### src/include/rso_regs.svh
// Register map, field positions, reset values and timing counts
// Assumes a 125 MHz hclk and word-aligned AHB-Lite accesses
`ifndef RSO_REGS_SVH
`define RSO_REGS_SVH

// ****************************************
// Offsets
// ****************************************
`define RSO_OFS_CTRL     8'h1c
`define RSO_OFS_MONSEL   8'h20
`define RSO_OFS_IRQ_STAT 8'h24
`define RSO_OFS_IRQ_MASK 8'h28
`define RSO_OFS_STATE    8'h2c

// ****************************************
// Control fields
// ****************************************
`define RSO_CTRL_DIFF     0
`define RSO_CTRL_PRI_PWR  1
`define RSO_CTRL_SEC_PWR  2
`define RSO_CTRL_STAY     3
`define RSO_CTRL_AUTO     4
`define RSO_CTRL_USE_PIN  5
`define RSO_CTRL_SEL_SEC  6
`define RSO_CTRL_DG_OFF   7
`define RSO_CTRL_RESET    8'h00
`define RSO_MONSEL_RESET  5'h00

// ****************************************
// Monitor selection codes
// ****************************************
`define RSO_MON_LOCK_ALL  5'h1a
`define RSO_MON_CLK_N     5'h1b
`define RSO_MON_SEL_REF   5'h1c
`define RSO_MON_LOCK_N    5'h1d
`define RSO_MON_HOLD_N    5'h1e
`define RSO_MON_LDPIN_N   5'h1f

// ****************************************
// Interrupt bits and timing
// ****************************************
`define RSO_IRQ_SEL_CHG   0
`define RSO_IRQ_AUTO_SW   1
`define RSO_CLK_NS        8
`define RSO_DG_NS         64
`define RSO_DG_CYC        ((`RSO_DG_NS + `RSO_CLK_NS - 1) / `RSO_CLK_NS)

`endif

### src/include/rso_pkg.sv
// Types for the reference switchover block
// Assumes rso_regs.svh is compiled alongside
package rso_pkg;

	typedef enum logic [1:0]
	{
		RSO_ST_PRI = 2'b01,
		RSO_ST_SEC = 2'b10
	} rso_state_t;

	typedef logic [7:0] rso_byte_t;

endpackage : rso_pkg

### src/design/rso_switchover.sv
// Reference switchover controller with AHB-Lite register slave
// Assumes reference status inputs are synchronous to hclk
//
// The implementer's own choice: register access over AHB-Lite.
`timescale 1ns/100ps
`include "rso_regs.svh"

module rso_switchover
(
	// AHB-Lite
	input  wire logic             hclk,
	input  wire logic             hresetn,
	input  wire logic             hsel,
	input  wire logic [31:0]      haddr,
	input  wire logic [1:0]       htrans,
	input  wire logic             hwrite,
	input  wire logic [2:0]       hsize,
	input  wire logic [31:0]      hwdata,
	input  wire logic             hready,
	output logic      [31:0]      hrdata,
	output logic                  hreadyout,
	output logic                  hresp,
	// Reference status
	input  wire logic             primary_reference_ok,
	input  wire logic             secondary_reference_ok,
	input  wire logic             clk_freq_ok,
	input  wire logic             digital_lock_detect,
	input  wire logic             lock_detect_pin,
	input  wire logic             holdover_active,
	input  wire logic             reference_select_pin,
	// Reference control and monitor
	output logic                  pll_ref_sel_secondary,
	output logic                  primary_ref_power_en,
	output logic                  secondary_ref_power_en,
	output logic                  deglitch_active,
	output logic                  reference_monitor_pin,
	output logic                  irq
);
	import rso_pkg::*;

	localparam logic [3:0] DG_LAST = 4'(`RSO_DG_CYC - 1);

	// ****************************************
	// Registers
	// ****************************************
	rso_byte_t        ctrl_reg, ctrl_next;
	logic [4:0]       monsel_reg, monsel_next;
	logic [1:0]       stat_reg, stat_next;
	logic [1:0]       mask_reg, mask_next;
	rso_state_t       state_reg, state_next;
	logic             sel_reg, sel_next;
	logic [3:0]       dg_cnt_reg, dg_cnt_next;
	logic             mon_reg, mon_next;
	logic             wr_pend_reg;
	logic [7:0]       wr_addr_reg;
	logic [31:0]      rdata_reg, rdata_next;

	function automatic logic [31:0] rso_zext8(input logic [7:0] v);
		rso_zext8 = {24'h00_0000, v};
	endfunction : rso_zext8

	// ****************************************
	// Bus decode
	// ****************************************
	wire        addr_phase = hsel & htrans[1] & hready;
	wire        rd_take    = addr_phase & ~hwrite;
	wire [7:0]  rd_addr    = haddr[7:0];
	wire        wr_ctrl    = wr_pend_reg & (wr_addr_reg == `RSO_OFS_CTRL);
	wire        wr_monsel  = wr_pend_reg & (wr_addr_reg == `RSO_OFS_MONSEL);
	wire        wr_stat    = wr_pend_reg & (wr_addr_reg == `RSO_OFS_IRQ_STAT);
	wire        wr_mask    = wr_pend_reg & (wr_addr_reg == `RSO_OFS_IRQ_MASK);

	assign hreadyout = 1'b1;
	assign hresp     = 1'b0;
	assign hrdata    = rdata_reg;

	// ****************************************
	// Selection logic
	// ****************************************
	wire auto_en   = ctrl_reg[`RSO_CTRL_AUTO];
	wire stay_sec  = ctrl_reg[`RSO_CTRL_STAY];
	wire dg_bypass = ctrl_reg[`RSO_CTRL_DG_OFF];
	// Manual source: register bit or select pin
	wire man_sel   = ctrl_reg[`RSO_CTRL_USE_PIN] ? reference_select_pin
		: ctrl_reg[`RSO_CTRL_SEL_SEC];
	wire req_sel   = auto_en ? (state_reg == RSO_ST_SEC)
		: man_sel;
	wire sel_ok    = sel_reg ? secondary_reference_ok : primary_reference_ok;

	always_comb
	begin
		state_next = state_reg;
		if (!auto_en)
			// Track manual choice so entering auto starts from it
			state_next = man_sel ? RSO_ST_SEC : RSO_ST_PRI;
		else
			case (state_reg)
				RSO_ST_PRI:
				begin
					if (!primary_reference_ok && secondary_reference_ok)
						state_next = RSO_ST_SEC;
				end
				RSO_ST_SEC:
				begin
					if (!stay_sec && primary_reference_ok)
						state_next = RSO_ST_PRI;
					// Stay-on-secondary holds here
				end
				default: state_next = RSO_ST_PRI;
			endcase
	end

	// Deglitch: a change must stand for the deglitch time
	wire sel_diff = (req_sel != sel_reg);
	assign dg_cnt_next = (!sel_diff || dg_bypass) ? 4'h0
		: (dg_cnt_reg == DG_LAST) ? 4'h0 : dg_cnt_reg + 4'h1;
	assign sel_next = (sel_diff && (dg_bypass || dg_cnt_reg == DG_LAST))
		? req_sel : sel_reg;

	// ****************************************
	// Monitor pin
	// ****************************************
	always_comb
	begin
		case (monsel_reg)
			`RSO_MON_LOCK_ALL:
				mon_next = digital_lock_detect & sel_ok & clk_freq_ok;
			`RSO_MON_CLK_N:
				mon_next = ~clk_freq_ok;
			`RSO_MON_SEL_REF:
				mon_next = ~sel_reg;
			`RSO_MON_LOCK_N:
				mon_next = ~digital_lock_detect;
			`RSO_MON_HOLD_N:
				mon_next = ~holdover_active;
			`RSO_MON_LDPIN_N:
				mon_next = ~lock_detect_pin;
			default: mon_next = 1'b0;
		endcase
	end

	// ****************************************
	// Register writes and events
	// ****************************************
	wire [1:0] evt;
	assign evt[`RSO_IRQ_SEL_CHG] = (sel_next != sel_reg);
	assign evt[`RSO_IRQ_AUTO_SW] = auto_en & (state_reg == RSO_ST_PRI)
		& (state_next == RSO_ST_SEC);

	assign ctrl_next   = wr_ctrl ? hwdata[7:0] : ctrl_reg;
	assign monsel_next = wr_monsel ? hwdata[4:0] : monsel_reg;
	assign mask_next   = wr_mask ? hwdata[1:0] : mask_reg;
	// Set wins over write-one-to-clear
	assign stat_next   = (stat_reg & ~(wr_stat ? hwdata[1:0] : 2'b00)) | evt;

	// Read data from next values so a write just before is seen
	always_comb
	begin
		case (rd_addr)
			`RSO_OFS_CTRL:     rdata_next = rso_zext8(ctrl_next);
			`RSO_OFS_MONSEL:   rdata_next = rso_zext8({3'h0, monsel_next});
			`RSO_OFS_IRQ_STAT: rdata_next = rso_zext8({6'h00, stat_next});
			`RSO_OFS_IRQ_MASK: rdata_next = rso_zext8({6'h00, mask_next});
			`RSO_OFS_STATE:    rdata_next = rso_zext8({4'h0, irq,
				secondary_ref_power_en, primary_ref_power_en, sel_reg});
			default:           rdata_next = 32'h0000_0000;
		endcase
	end

	always_ff @(posedge hclk or negedge hresetn)
	begin
		if (!hresetn)
		begin
			wr_pend_reg <= 1'b0;
			wr_addr_reg <= 8'h00;
			rdata_reg   <= 32'h0000_0000;
		end
		else
		begin
			wr_pend_reg <= addr_phase & hwrite;
			wr_addr_reg <= haddr[7:0];
			if (rd_take)
				rdata_reg <= rdata_next;
		end
	end

	always_ff @(posedge hclk or negedge hresetn)
	begin
		if (!hresetn)
		begin
			ctrl_reg   <= `RSO_CTRL_RESET;
			monsel_reg <= `RSO_MONSEL_RESET;
			stat_reg   <= 2'b00;
			mask_reg   <= 2'b00;
			state_reg  <= RSO_ST_PRI;
			sel_reg    <= 1'b0;
			dg_cnt_reg <= 4'h0;
			mon_reg    <= 1'b0;
		end
		else
		begin
			ctrl_reg   <= ctrl_next;
			monsel_reg <= monsel_next;
			stat_reg   <= stat_next;
			mask_reg   <= mask_next;
			state_reg  <= state_next;
			sel_reg    <= sel_next;
			dg_cnt_reg <= dg_cnt_next;
			mon_reg    <= mon_next;
		end
	end

	// ****************************************
	// Outputs
	// ****************************************
	assign pll_ref_sel_secondary  = sel_reg;
	assign reference_monitor_pin  = mon_reg;
	assign deglitch_active        = ~dg_bypass;
	assign primary_ref_power_en   = auto_en
		| ctrl_reg[`RSO_CTRL_PRI_PWR];
	assign secondary_ref_power_en = auto_en
		| ctrl_reg[`RSO_CTRL_SEC_PWR];
	assign irq = |(stat_reg & mask_reg);
endmodule : rso_switchover

### config.mk
export PLATFORM = sky130hd
export DESIGN_NAME = rso_switchover
export DESIGN_NICKNAME = d
export VERILOG_FILES = /design/src/include/rso_pkg.sv /design/src/design/rso_switchover.sv
export VERILOG_INCLUDE_DIRS = /design/src /design/src/include
export SDC_FILE = /design/constraint.sdc
export NUM_CORES = 1
export LEC_CHECK = 0
export BUFFER_PORTS_ARGS = -buffer_cell sky130_fd_sc_hd__buf_2
export CAP_MARGIN = 20
export CORE_MARGIN = 3
export CORE_UTILIZATION = 25
export CTS_BUF_LIST = sky130_fd_sc_hd__clkbuf_4
export DETAILED_ROUTE_END_ITERATION = 6
export GPL_TIMING_DRIVEN = 0
export HOLD_SLACK_MARGIN = 0.02
export SYNTH_ARGS = -nofsm -noshare
export SYNTH_HDL_FRONTEND = slang
export SYNTH_SLANG_ARGS = --single-unit
### constraint.sdc
create_clock -name hclk -period 7.09 [get_ports hclk]
set_input_delay 0.3545 -clock hclk [delete_from_list [all_inputs] [get_ports hclk]]
set_output_delay 0.3545 -clock hclk [all_outputs]
set_load 0.02 [all_outputs]
## Yosys cells after proc, flatten, opt, wreduce, memory -nomap -nowiden

Cells that the tools add are included.

- Input port bits: 81
- Output and inout port bits: 40
- Word-level logic and storage cells: 84
- Register bits after elaboration: 66

- Muxes and demuxes: 17
- Reductions and logical operators: 9
- Bitwise logic cells: 25
- Add/sub/neg operators: 1
- Equal/unequal tests: 21

Operator list:

| kind | count |
|---|---|
| 8-bit by 6-bit equality test with 1-bit output, second input constant | 7 |
| 8-bit one-hot mux with 5 select lines | 1 |
| 5-bit equality test, second input constant | 6 |
| 8-bit by 5-bit equality test with 1-bit output, second input constant | 2 |
| 1-bit bitwise AND | 12 |
| 2-bit 2-to-1 mux | 6 |
| 4-bit 2-to-1 mux | 2 |
| 8-bit 2-to-1 mux | 1 |
| 1-bit inverter | 7 |
| 1-bit one-hot mux with 6 select lines | 1 |
| 5-bit 2-to-1 mux | 1 |
| 4-bit by 1-bit adder with 4-bit output, second input constant | 1 |
| 2-bit bitwise AND | 2 |
| 2-bit equality test, second input constant | 2 |
| 4-bit by 3-bit equality test with 1-bit output, second input constant | 1 |
| 1-bit 2-to-1 mux | 4 |
| 2-bit one-hot mux with 2 select lines | 1 |
| 1-bit logical AND | 3 |
| 1-bit zero test | 3 |
| 2-bit by 1-bit equality test with 1-bit output, second input constant | 1 |
| 1-bit logical OR | 2 |
| 1-bit != test | 2 |
| 2-bit inverter | 1 |
| 1-bit OR | 2 |
| 2 further kinds | 2 |

## Logic depth before layout (Yosys ltp)

Gate-level depths: netlist (run 1).

- Depth in word-level cells: 9
- Gate-level depth with buffers: 7
- Depth with buffers taken out: 7

## Least setup slack after synthesis (run 1)

OpenSTA, ideal clock, no wires.

- Path kind: register to register
- From: register state_reg[0]
- To: register rdata_reg[0], in the netlist hrdata[0]
- Arrival time: 2.165 ns
- Path buffers: 0
- Clock period less this slack: 2.287 ns
- Library setup time: 0.122 ns
- Required time: 6.968 ns
- Path slack: 4.803 ns
- Stages on the path, launching flop included: 8
- Cell sequence: dfstp_2 inv_1 ha_1 or3b_2 o311a_1 a32o_1 a221o_1 a32o_1

- Cells in the longest elaborated chain, start to end: 8

RTL lines:

| element | line | RTL |
|---|---|---|
| start: declaration | rso_switchover.sv:50 | `rso_state_t state_reg, state_next;` |
| start signal: assignment | rso_switchover.sv:206 | `state_reg <= state_next;` |
| 2-bit equality test (*) | rso_switchover.sv:86 | `wire req_sel = auto_en ? (state_reg == RSO_ST_SEC)` |
| 1-bit 2-to-1 mux (*) | rso_switchover.sv:86 |  |
| 1-bit != test | rso_switchover.sv:114 | `wire sel_diff = (req_sel != sel_reg);` |
| 1-bit logical AND | rso_switchover.sv:117 | `assign sel_next = (sel_diff && (dg_bypass \|\| dg_cnt_reg == DG_LAST))` |
| 1-bit 2-to-1 mux (*) | rso_switchover.sv:118 | `? req_sel : sel_reg;` |
| 1-bit != test (*) | rso_switchover.sv:146 | `` assign evt[`RSO_IRQ_SEL_CHG] = (sel_next != sel_reg); `` |
| 2-bit OR (*) | rso_switchover.sv:154 | `assign stat_next = (stat_reg & ~(wr_stat ? hwdata[1:0] : 2'b00)) \| evt;` |
| via stat_next[0] | rso_switchover.sv:48 | `logic [1:0] stat_reg, stat_next;` |
| 8-bit one-hot mux with 5 select lines (*) | rso_switchover.sv:159 | `case (rd_addr)` |
| end signal: assignment | rso_switchover.sv:183 | `rdata_reg <= rdata_next;` |
| end: declaration | rso_switchover.sv:56 | `logic [31:0] rdata_reg, rdata_next;` |

The timed path passes the listed nets; every way through them passes the cells marked *.
A chain may end at the register's enable or synchronous reset.

## Worst setup path in the final report (run 1)

- From: register wr_addr_reg[4]
- To: register rdata_reg[3], in the netlist hrdata[3]

- Cells in the longest elaborated chain, start to end: 4
- Elaborated cells on any way between the ends: 7
- Those cells by class: eq/ne: 2; mux: 3; bitwise: 2

RTL lines:

| element | line | RTL |
|---|---|---|
| start: declaration | rso_switchover.sv:55 | `logic [7:0] wr_addr_reg;` |
| start signal: assignment | rso_switchover.sv:181 | `wr_addr_reg <= haddr[7:0];` |
| 8-bit by 6-bit equality test with 1-bit output (no line) | -- |  |
| 1-bit bitwise AND | rso_switchover.sv:69 | `` wire wr_monsel = wr_pend_reg & (wr_addr_reg == `RSO_OFS_MONSEL); `` |
| 5-bit 2-to-1 mux | rso_switchover.sv:151 | `assign monsel_next = wr_monsel ? hwdata[4:0] : monsel_reg;` |
| via monsel_next[3] | rso_switchover.sv:47 | `logic [4:0] monsel_reg, monsel_next;` |
| 8-bit one-hot mux with 5 select lines | rso_switchover.sv:159 |  |

The timed path passes the listed nets, and every way through them passes these cells.

==> impl_metrics.py, run 1 <==
metrics = {
    "synth": {
        "syn_avg_cell_area_um2": 10.5,
        "synthArstFlopShare_pct": 100,
        "yosys.area.top_type": "dfrtp_1",
        "synthTopCellsByArea": "dfrtp_1 45%, buf_4 8.6%, mux2_2 7.5%",
        "synthFlopType": "dfrtp_1",
        "yosysSeqAreaShare_pct": 46.5,
        "synthAdderAreaFrac_pct": 1.66,
        "ys_warn_count": 0,
        "synth_cell_type_count": 49,
        "syn_inst": 215,
        "synth_mux_area_share_pct": 11.0,
        "synth_top_family_by_area": "simple AND/OR/NAND/NOR gates",
        "synth-edff-count": 0,
        "syn_area_mm2": 0.00226,
        "yosys.area_share.simple_pct": 18.4,
        "synth_top_area_share_pct": 45.3,
        "synthXorXnorAreaFrac_pct": 0.774,
        "synth_compound_area_share_pct": 10.1,
        "synth-seq-cells": 42,
    },
    "sta": {
        "rsz0062_at_grt": "false",
        "maxSlewViolCount": 0,
        "period_share_pct": 35.8,
        "hold_viol": 0,
        "fmax_ghz": 0.394,
        "worstMarginPinSlew_ps": 926,
        "fin_skew_ps": 8.08,
        "finalSetupViolations": 0,
        "fin_crit_ps": 2540,
        "worst_slew_margin_rel_pct": 38.3,
        "fin_tns_setup_ps": 0,
    },
    "worst_hold_path": {
        "hp-class": "in2reg",
    },
    "die": {
        "num_io_pins": 121,
        "core_mm2": 0.00876,
        "fp.dieW_um": 101,
        "die_y_um": 101,
        "dieArea_mm2": 0.0102,
        "rows": 34,
        "start_util_pct": 25.8,
    },
    "drt": {
        "dr.pass1.iters": 4,
        "routed_wl_um": 5210,
        "vias_per_cell": 4.36,
        "drt_iter0_markers": 69,
        "drc": 0,
        "dr_total_vias": 1737,
        "ant_nets": 0,
        "wl_per_cell_um": 13.1,
    },
    "job": {
        "maxCapViolations": 0,
    },
    "clocking": {
        "clkTransAtPathRegs_ps": 130,
        "postCtsHoldBufs": 0,
        "clockBufferDepth": 2,
        "cts_root_buf": "clkbuf_4",
        "clock_latency_ps": 360,
        "htreeDepth": 2,
        "cts.sinks": 42,
        "cts_tree": "built",
        "cts_resized": 0,
        "post-cts-setup-buffers": 0,
        "numCtsBuffers": 5,
    },
    "critical_path": {
        "slowest_stage": "nor4b_1",
        "path_max_fanout": 5,
        "cp.arrival_ps": 2770,
        "cp-start-kind": "flop",
        "crit_chain": "nor4b_1, and3b_1, clkbuf_1, mux2_2, a221oi_1, o21ai_0",
        "crit_family": "simple AND/OR/NAND/NOR gates",
        "end_kind": "flop",
        "crit_required_ps": 7320,
        "crit_path_max_incr_delay_ps": 630,
        "cp_num_buf_inv": 1,
        "critical_path_class": "reg2reg",
    },
    "final_layout": {
        "antennaDiodeCount": 0,
        "fin_cells": 398,
        "final_cell_area_mm2": 0.00281,
        "drive_gt1_share_pct": 35.9,
        "area_growth_pct": 24.2,
        "nets": 373,
        "nFillCells": 941,
    },
    "power_and_ir_drop": {
        "power_density_mw_per_mm2": 205,
        "p_leak_nw": 1.39,
        "irDropWorstVdd_v": 0.0000716,
    },
    "place": {
        "post_dp_cell_area_mm2": 0.00270,
        "dp.cells": 390,
        "gp_congestion": 0.833,
        "hpwl_um": 4180,
        "port_buffers": 42,
    },
    "global_routing": {
        "antenna_found_initial": 0,
        "grt_pass1_vias": 1623,
        "grt_pass1_wl_um": 8350,
        "grt_max_degree": 43,
        "gr-total-overflow": 0,
        "grtUsageTotal_pct": 10.4,
    },
    "run_status": {
        "status": "finished, final reports clean",
    },
}
power by group:
group / switching (mW) / internal [mW]
clock: 0.0822 / 0.110
sequential: 0.0203 / 0.259
combinational: 0.0583 / 0.0454
placed cells by master, fill, tap and decap left out, types with 2 or more instances in the layout:
master      n
buf_2      43
dfrtp_1    41
buf_4      26
conb_1     26
nand2_1    18
mux2_2     15
inv_1       9
nor2_1      9
o21ai_0     7
nand3_1     7
nand2b_1    5
mux2i_1     5
nor3_1      5
clkbuf_4    5
a22o_1      4
clkbuf_1    4
or2_2       4
a31oi_1     3
nor2b_1     3
nor4b_1     3
a21oi_1     3
nor3b_1     3
a221o_1     3
ha_1        3
nor4_1      2
mux2_4      2
or3_1       2
a32o_1      2
xnor2_1     2
o211ai_1    2
bufinv_16   2
cell usage after synthesis, drive strengths merged, types with 4 or more instances:
cell,count
a22o,4
buf,27
clkbuf,4
dfrtp,41
inv,9
mux2,17
mux2i,5
nand2,18
nand2b,5
nand3,7
nor2,9
nor3,5
nor4b,4
o21ai,7
or2,5
metrics by stage:
stage	hold slack, ps	worst slack, ps	power (mW)	utilization, %
after global placement	447	4300	0.387	30.8
final	99.8	4550	0.576	32.1
after global routing	79.2	4410	0.607	32.1
after CTS	84.0	4580	0.580	32.1
after detailed placement	455	4640	0.388	30.9
after floorplan	58.9	4800	0.352	-
per-layer routing:
layer  share of wire, %  global-route usage (%)
met2                 44                    15.7
met1                 49                    14.8
met3                6.5                    2.75
met4               0.88                    2.45
met5                  0                       0
worst reg2reg max path: cells and delay by family (launching register included):
| family | cells | cell delay [ps] |
|---|---|---|
| buffers and inverters | 1 | 240 |
| AND/OR/NAND/NOR | 2 | 890 |
| flip-flops | 1 | 410 |
| multiplexers | 1 | 390 |
| AO/OA/AOI/OAI | 2 | 470 |
final timing paths:
path                                             to  slack [ps]  depth (start not counted)                      from
setup / recovery              hrdata[3]$_DFFE_PN0P_        4550                          6  wr_addr_reg[4]$_DFF_PN0_
hold / removal             wr_addr_reg[6]$_DFF_PN0_         100                          1                  haddr[6]
setup reg to reg              hrdata[3]$_DFFE_PN0P_        4550                          6  wr_addr_reg[4]$_DFF_PN0_
hold reg to reg               hrdata[6]$_DFFE_PN0P_         480                          2     hrdata[6]$_DFFE_PN0P_
max in group asynchronous   monsel_reg[2]$_DFF_PN0_        6390                          1                   hresetn
min in group asynchronous     mask_reg[1]$_DFF_PN0_         120                          1                   hresetn
kinds of logic after synthesis:
kind of cell | after synthesis
other | 2
AOI/OAI and AO/OA | 31
DFF | 42
adders and majority gates | 3
xor gates and xnor gates | 2
buffers and inverters | 40
muxes | 22
and+or+nand+nor | 73
layout make-up:
cell class	instances	area (um2)	share of cell area, %
flip-flops and latches	42	1050	37.4
multi-input cells	157	1050	37.2
plain buffers	31	221	7.88
repair buffers	43	215	7.66
well taps	108	135	4.81
clock inverters	3	68.8	2.45
clock buffers	5	37.5	1.34
inverters	9	33.8	1.20
Power figures use the tool's default switching activity.
==> inputs of run 2 (changes only) <==
clock period = 2.2 ns   (was 7.09 ns; I/O delays follow)
==> run 2 against run 1 <==
Effect of this change:
- the run now ends with negative setup slack left
- critical path type unchanged
- core utilization up 3.1 points
- flip-flop and latch count unchanged
- worst hold slack worse by 66 ps
- fmax up 14%
- non-clock buffer count up 22
- highest routed layer unchanged
- critical path depth down 1
==> impl_metrics.py, run 2 (synthesis gave the netlist of run 1 again) <==
metrics = {
    "critical_path": {
        "cp-start-kind": "flop",
        "end_kind": "flop",
        "cp_num_buf_inv": 0,
        "cp.arrival_ps": 2470,
        "critical_path_class": "reg2reg",
        "crit_path_max_incr_delay_ps": 560,
        "crit_chain": "or2_4, or4_4, mux2_4, a221o_1, a32o_2",
        "crit_family": "simple AND/OR/NAND/NOR gates",
        "crit_required_ps": 2450,
        "path_max_fanout": 3,
        "slowest_stage": "or4_4",
    },
    "drt": {
        "drt_iter0_markers": 94,
        "vias_per_cell": 4.39,
        "drc": 0,
        "routed_wl_um": 5650,
        "ant_nets": 0,
        "dr_total_vias": 1845,
        "wl_per_cell_um": 13.4,
        "dr.pass1.iters": 4,
    },
    "sta": {
        "holdWs_ps": 33.6,
        "worst_slew_margin_rel_pct": 38.5,
        "fin_ws_ps": -18.2,
        "fin_tns_setup_ps": -18.2,
        "hold_viol": 0,
        "finalSetupViolations": 1,
        "fin_skew_ps": 19.1,
        "maxSlewViolCount": 0,
        "fin_crit_ps": 2220,
        "fmax_ghz": 0.451,
        "period_share_pct": 101,
        "rsz0062_at_grt": "true",
        "worstMarginPinSlew_ps": 919,
    },
    "final_layout": {
        "final_common_cell": "buf_2",
        "nets": 395,
        "area_growth_pct": 36.1,
        "nFillCells": 892,
        "drive_gt1_share_pct": 39.4,
        "antennaDiodeCount": 0,
        "layout.cells.most_common_list": "42 x buf_2, 41 x dfrtp_1, 36 x buf_4",
        "utilization_pct": 35.2,
    },
    "clocking": {
        "cts_root_buf": "clkbuf_4",
        "cts_tree": "built",
        "htreeDepth": 2,
        "clock_latency_ps": 360,
        "cts.sinks": 42,
        "clockBufferDepth": 2,
        "numCtsBuffers": 5,
        "clkTransAtPathRegs_ps": 120,
    },
    "die": {
        "fp.dieW_um": 101,
        "start_util_pct": 25.8,
        "core_mm2": 0.00876,
        "rows": 34,
        "die_y_um": 101,
        "dieArea_mm2": 0.0102,
        "num_io_pins": 121,
    },
    "place": {
        "pre_cts_slack_ps": -270,
        "gp_congestion": 0.826,
        "hpwl_um": 4270,
        "port_buffers": 42,
    },
    "global_routing": {
        "gr-total-overflow": 0,
        "antenna_found_initial": 0,
        "grt_max_degree": 43,
        "grt_pass1_vias": 1817,
        "grtUsageTotal_pct": 11.5,
        "grt_pass1_wl_um": 9260,
    },
    "run_status": {
        "failed_checks": "negative setup slack",
        "status": "complete, but fails checks",
    },
    "power_and_ir_drop": {
        "power_density_mw_per_mm2": 585,
        "p_leak_nw": 1.51,
        "irDropWorstVdd_v": 0.000284,
    },
    "worst_hold_path": {
        "hp-class": "in2reg",
    },
    "job": {
        "maxCapViolations": 0,
    },
}
-- run 2: final cells by class --
| class | count | area [um2] | area share [%] |
|---|---|---|---|
| Buffer | 29 | 206 | 6.70 |
| Clock buffer | 6 | 45.0 | 1.46 |
| Clock inverter | 2 | 37.5 | 1.22 |
| Inverter | 9 | 33.8 | 1.10 |
| Multi-Input combinational cell | 157 | 1130 | 36.8 |
| Sequential cell | 42 | 1050 | 34.2 |
| Tap cell | 108 | 135 | 4.39 |
| Timing Repair Buffer | 67 | 435 | 14.1 |
-- run 2: through the flow --
stage / cells / power [mW] / cell area, um2
CTS: 417 / 1.81 / 3040
global placement: 389 / 1.25 / 2700
detailed placement: 390 / 1.26 / 2710
floorplan: 239 / 1.14 / 2360
finish: 420 / 1.80 / 3080
global route: 420 / 1.90 / 3080
-- run 2: layer usage --
layer	global-route usage, %	wire [um]	up-vias
met4	3.68	87	0
met2	18.2	2610	59
met5	0	0	-
met1	15.8	2660	871
met3	2.27	288	7
li1	-	-	908
-- run 2: path summary, 6_finish.rpt --
check                                          from                 endpoint  slack [ps]  depth (start not counted)
max                        wr_addr_reg[0]$_DFF_PN0_    hrdata[0]$_DFFE_PN0P_         -20                          5
min                                       htrans[1]    wr_pend_reg$_DFF_PN0_          30                          3
max reg2reg                wr_addr_reg[0]$_DFF_PN0_    hrdata[0]$_DFFE_PN0P_         -20                          5
min reg2reg                   hrdata[6]$_DFFE_PN0P_    hrdata[6]$_DFFE_PN0P_         480                          2
max in group asynchronous                   hresetn    hrdata[1]$_DFFE_PN0P_        1210                          2
min in group asynchronous                   hresetn  monsel_reg[3]$_DFF_PN0_         410                          2
-- run 2: power breakdown --
part | internal, mW | switching [mW]
sequential | 0.835 | 0.0778
combinational | 0.177 | 0.203
clock | 0.252 | 0.256
total | 1.26 | 0.536
-- run 2: repair_timing --
action,in CTS,in global routing
pin swaps,5,7
hold buffers,15,0
setup buffers,6,3
endpoints found under the setup margin,4,3
hold endpoints to repair,56,0
gates resized for setup,13,4
-- run 2: worst register-to-register path, stage by stage (launching register included) --
cell and delay (ps):
dfrtp_1 400, or2_4 270, or4_4 560, mux2_4 330
a221o_1 320, a32o_2 250
==> inputs of run 3 (changes only) <==
CORE_UTILIZATION = 35   (was 25)
PLACE_DENSITY = 0.67   (was default)
==> run 3 against run 2 <==
Effect of this change:
- the flow now finishes without violations
- worst setup slack improved by 41 ps
- core utilization is 14 points higher
- clock-buffer cell count shrank 1
- sequential power shrank 0.8%
- combinational power down 2%
- critical path depth did not move
- critical path type unchanged
==> impl_metrics.py, run 3 (synthesis gave the netlist of run 1 again) <==
metrics = {
    "run_status": {
        "status": "finished, final reports clean",
    },
    "critical_path": {
        "cp.arrival_ps": 2410,
        "crit_family": "simple AND/OR/NAND/NOR gates",
        "cp_num_buf_inv": 0,
        "crit_chain": "nand4bb_4, or4_4, mux2_4, a221o_1, a32o_1",
        "critical_path_class": "reg2reg",
        "end_kind": "flop",
        "path_max_fanout": 3,
        "cp-start-kind": "flop",
        "crit_required_ps": 2440,
        "crit_path_max_incr_delay_ps": 570,
        "slowest_stage": "or4_4",
    },
    "final_layout": {
        "drive_gt1_share_pct": 38.6,
        "nFillCells": 580,
        "layout.cells.most_common_list": "43 x buf_2, 41 x dfrtp_1, 35 x buf_4",
        "final_common_cell": "buf_2",
        "nets": 394,
        "final_cell_area_mm2": 0.00300,
        "antennaDiodeCount": 0,
        "area_growth_pct": 32.4,
    },
    "power_and_ir_drop": {
        "p_leak_nw": 1.48,
        "power_density_mw_per_mm2": 544,
        "irDropWorstVdd_v": 0.000271,
    },
    "global_routing": {
        "grt_pass1_vias": 1714,
        "grt_pass1_wl_um": 8260,
        "grtUsageTotal_pct": 14.1,
        "gr-total-overflow": 0,
        "antenna_found_initial": 0,
        "grt_max_degree": 43,
    },
    "sta": {
        "worstMarginPinSlew_ps": 893,
        "finalSetupViolations": 0,
        "maxSlewViolCount": 0,
        "fin_tns_setup_ps": 0,
        "rsz0062_at_grt": "true",
        "worst_slew_margin_rel_pct": 40.5,
        "fin_crit_ps": 2180,
        "fin_skew_ps": 15.6,
        "hold_viol": 0,
        "period_share_pct": 99.0,
        "fmax_ghz": 0.459,
    },
    "drt": {
        "drt_iter0_markers": 72,
        "wl_per_cell_um": 13.2,
        "ant_nets": 0,
        "dr.pass1.iters": 4,
        "drc": 0,
        "routed_wl_um": 5110,
        "dr_total_vias": 1851,
        "vias_per_cell": 4.80,
    },
    "clocking": {
        "clock_latency_ps": 350,
        "clkTransAtPathRegs_ps": 110,
        "cts.sinks": 42,
        "numCtsBuffers": 5,
        "clockBufferDepth": 2,
        "cts_root_buf": "clkbuf_4",
        "htreeDepth": 2,
        "cts_tree": "built",
    },
    "worst_hold_path": {
        "hp-class": "in2reg",
    },
    "place": {
        "gp_congestion": 0.821,
        "hpwl_um": 3930,
        "port_buffers": 42,
        "post_dp_cell_area_mm2": 0.00267,
    },
    "die": {
        "rows": 28,
        "num_io_pins": 121,
        "fp.dieW_um": 86.4,
        "core_mm2": 0.00610,
        "die_y_um": 86.4,
        "start_util_pct": 37.1,
        "dieArea_mm2": 0.00747,
    },
    "job": {
        "maxCapViolations": 0,
    },
}
run 3: changes by cell type in the layout (fill, tap and decap cells not counted), sizes merged:
cell	before	now
bufinv	1	0
dlygate4sd3	15	14
clkbuf	9	8
clkinvlp	1	0
clkinv	0	3
run 3: cell type report:
class                   instances  area (um2)  area share [%]
inverters                       9        33.8            1.13
plain buffers                  29         206            6.89
clock buffers                   5        37.5            1.25
repair buffers                 66         423            14.1
well taps                      75        93.8            3.13
multi-input cells             157        1140            38.0
clock inverters                 3        11.3           0.376
flip-flops and latches         42        1050            35.1
run 3: timing repair:
action                                  in CTS  in global routing
gates resized for setup                      9                  6
pin swaps                                    6                  4
endpoints found under the setup margin       4                  4
endpoints found under the hold margin       54                  0
cloned                                       0                  0
setup buffers                                3                  6
hold buffers                                14                  0
run 3: worst paths after layout:
path,start,end,slack (ps),cells after the start
min in group asynchronous,hresetn,dg_cnt_reg[3]$_DFF_PN0_,400,2
min,htrans[1],wr_pend_reg$_DFF_PN0_,30,3
max in group asynchronous,hresetn,wr_pend_reg$_DFF_PN0_,1220,2
min reg2reg,hrdata[5]$_DFFE_PN0P_,hrdata[5]$_DFFE_PN0P_,470,2
max,wr_addr_reg[6]$_DFF_PN0_,hrdata[0]$_DFFE_PN0P_,20,5
max reg2reg,wr_addr_reg[6]$_DFF_PN0_,hrdata[0]$_DFFE_PN0P_,20,5
run 3: where the power goes:
part	internal (mW)	switching, mW
Sequential	0.835	0.0704
Clock	0.114	0.238
Combinational	0.175	0.196
Total	1.12	0.505
run 3: per-stage QoR:
step                hold WS, ps  utilization [%]  power (mW)  worst slack, ps  instances
CTS                        24.7             47.9        1.63            -6.41        380
global route               25.9             49.2        1.72            -49.1        386
global placement            230             43.6        1.25             -561        356
finish                     30.8             49.2        1.63             22.3        386
floorplan                  -186                -        1.14             12.5        239
detailed placement          230             43.7        1.25             -219        357
run 3: worst reg2reg max path, cell delays in order (launching register included):
cell and delay (ps):
dfrtp_1 390, nand4bb_4 240, or4_4 570, mux2_4 330, a221o_1 330, a32o_1 220
run 3: metal layers:
layer	share of wire (%)	wire [um]	up-vias	GRT usage [%]
li1	-	-	905	-
met1	44	2230	886	18.7
met2	49	2490	53	23.4
met3	5.9	302	7	2.66
met4	1.7	88	0	4.39
met5	0	0	-	0
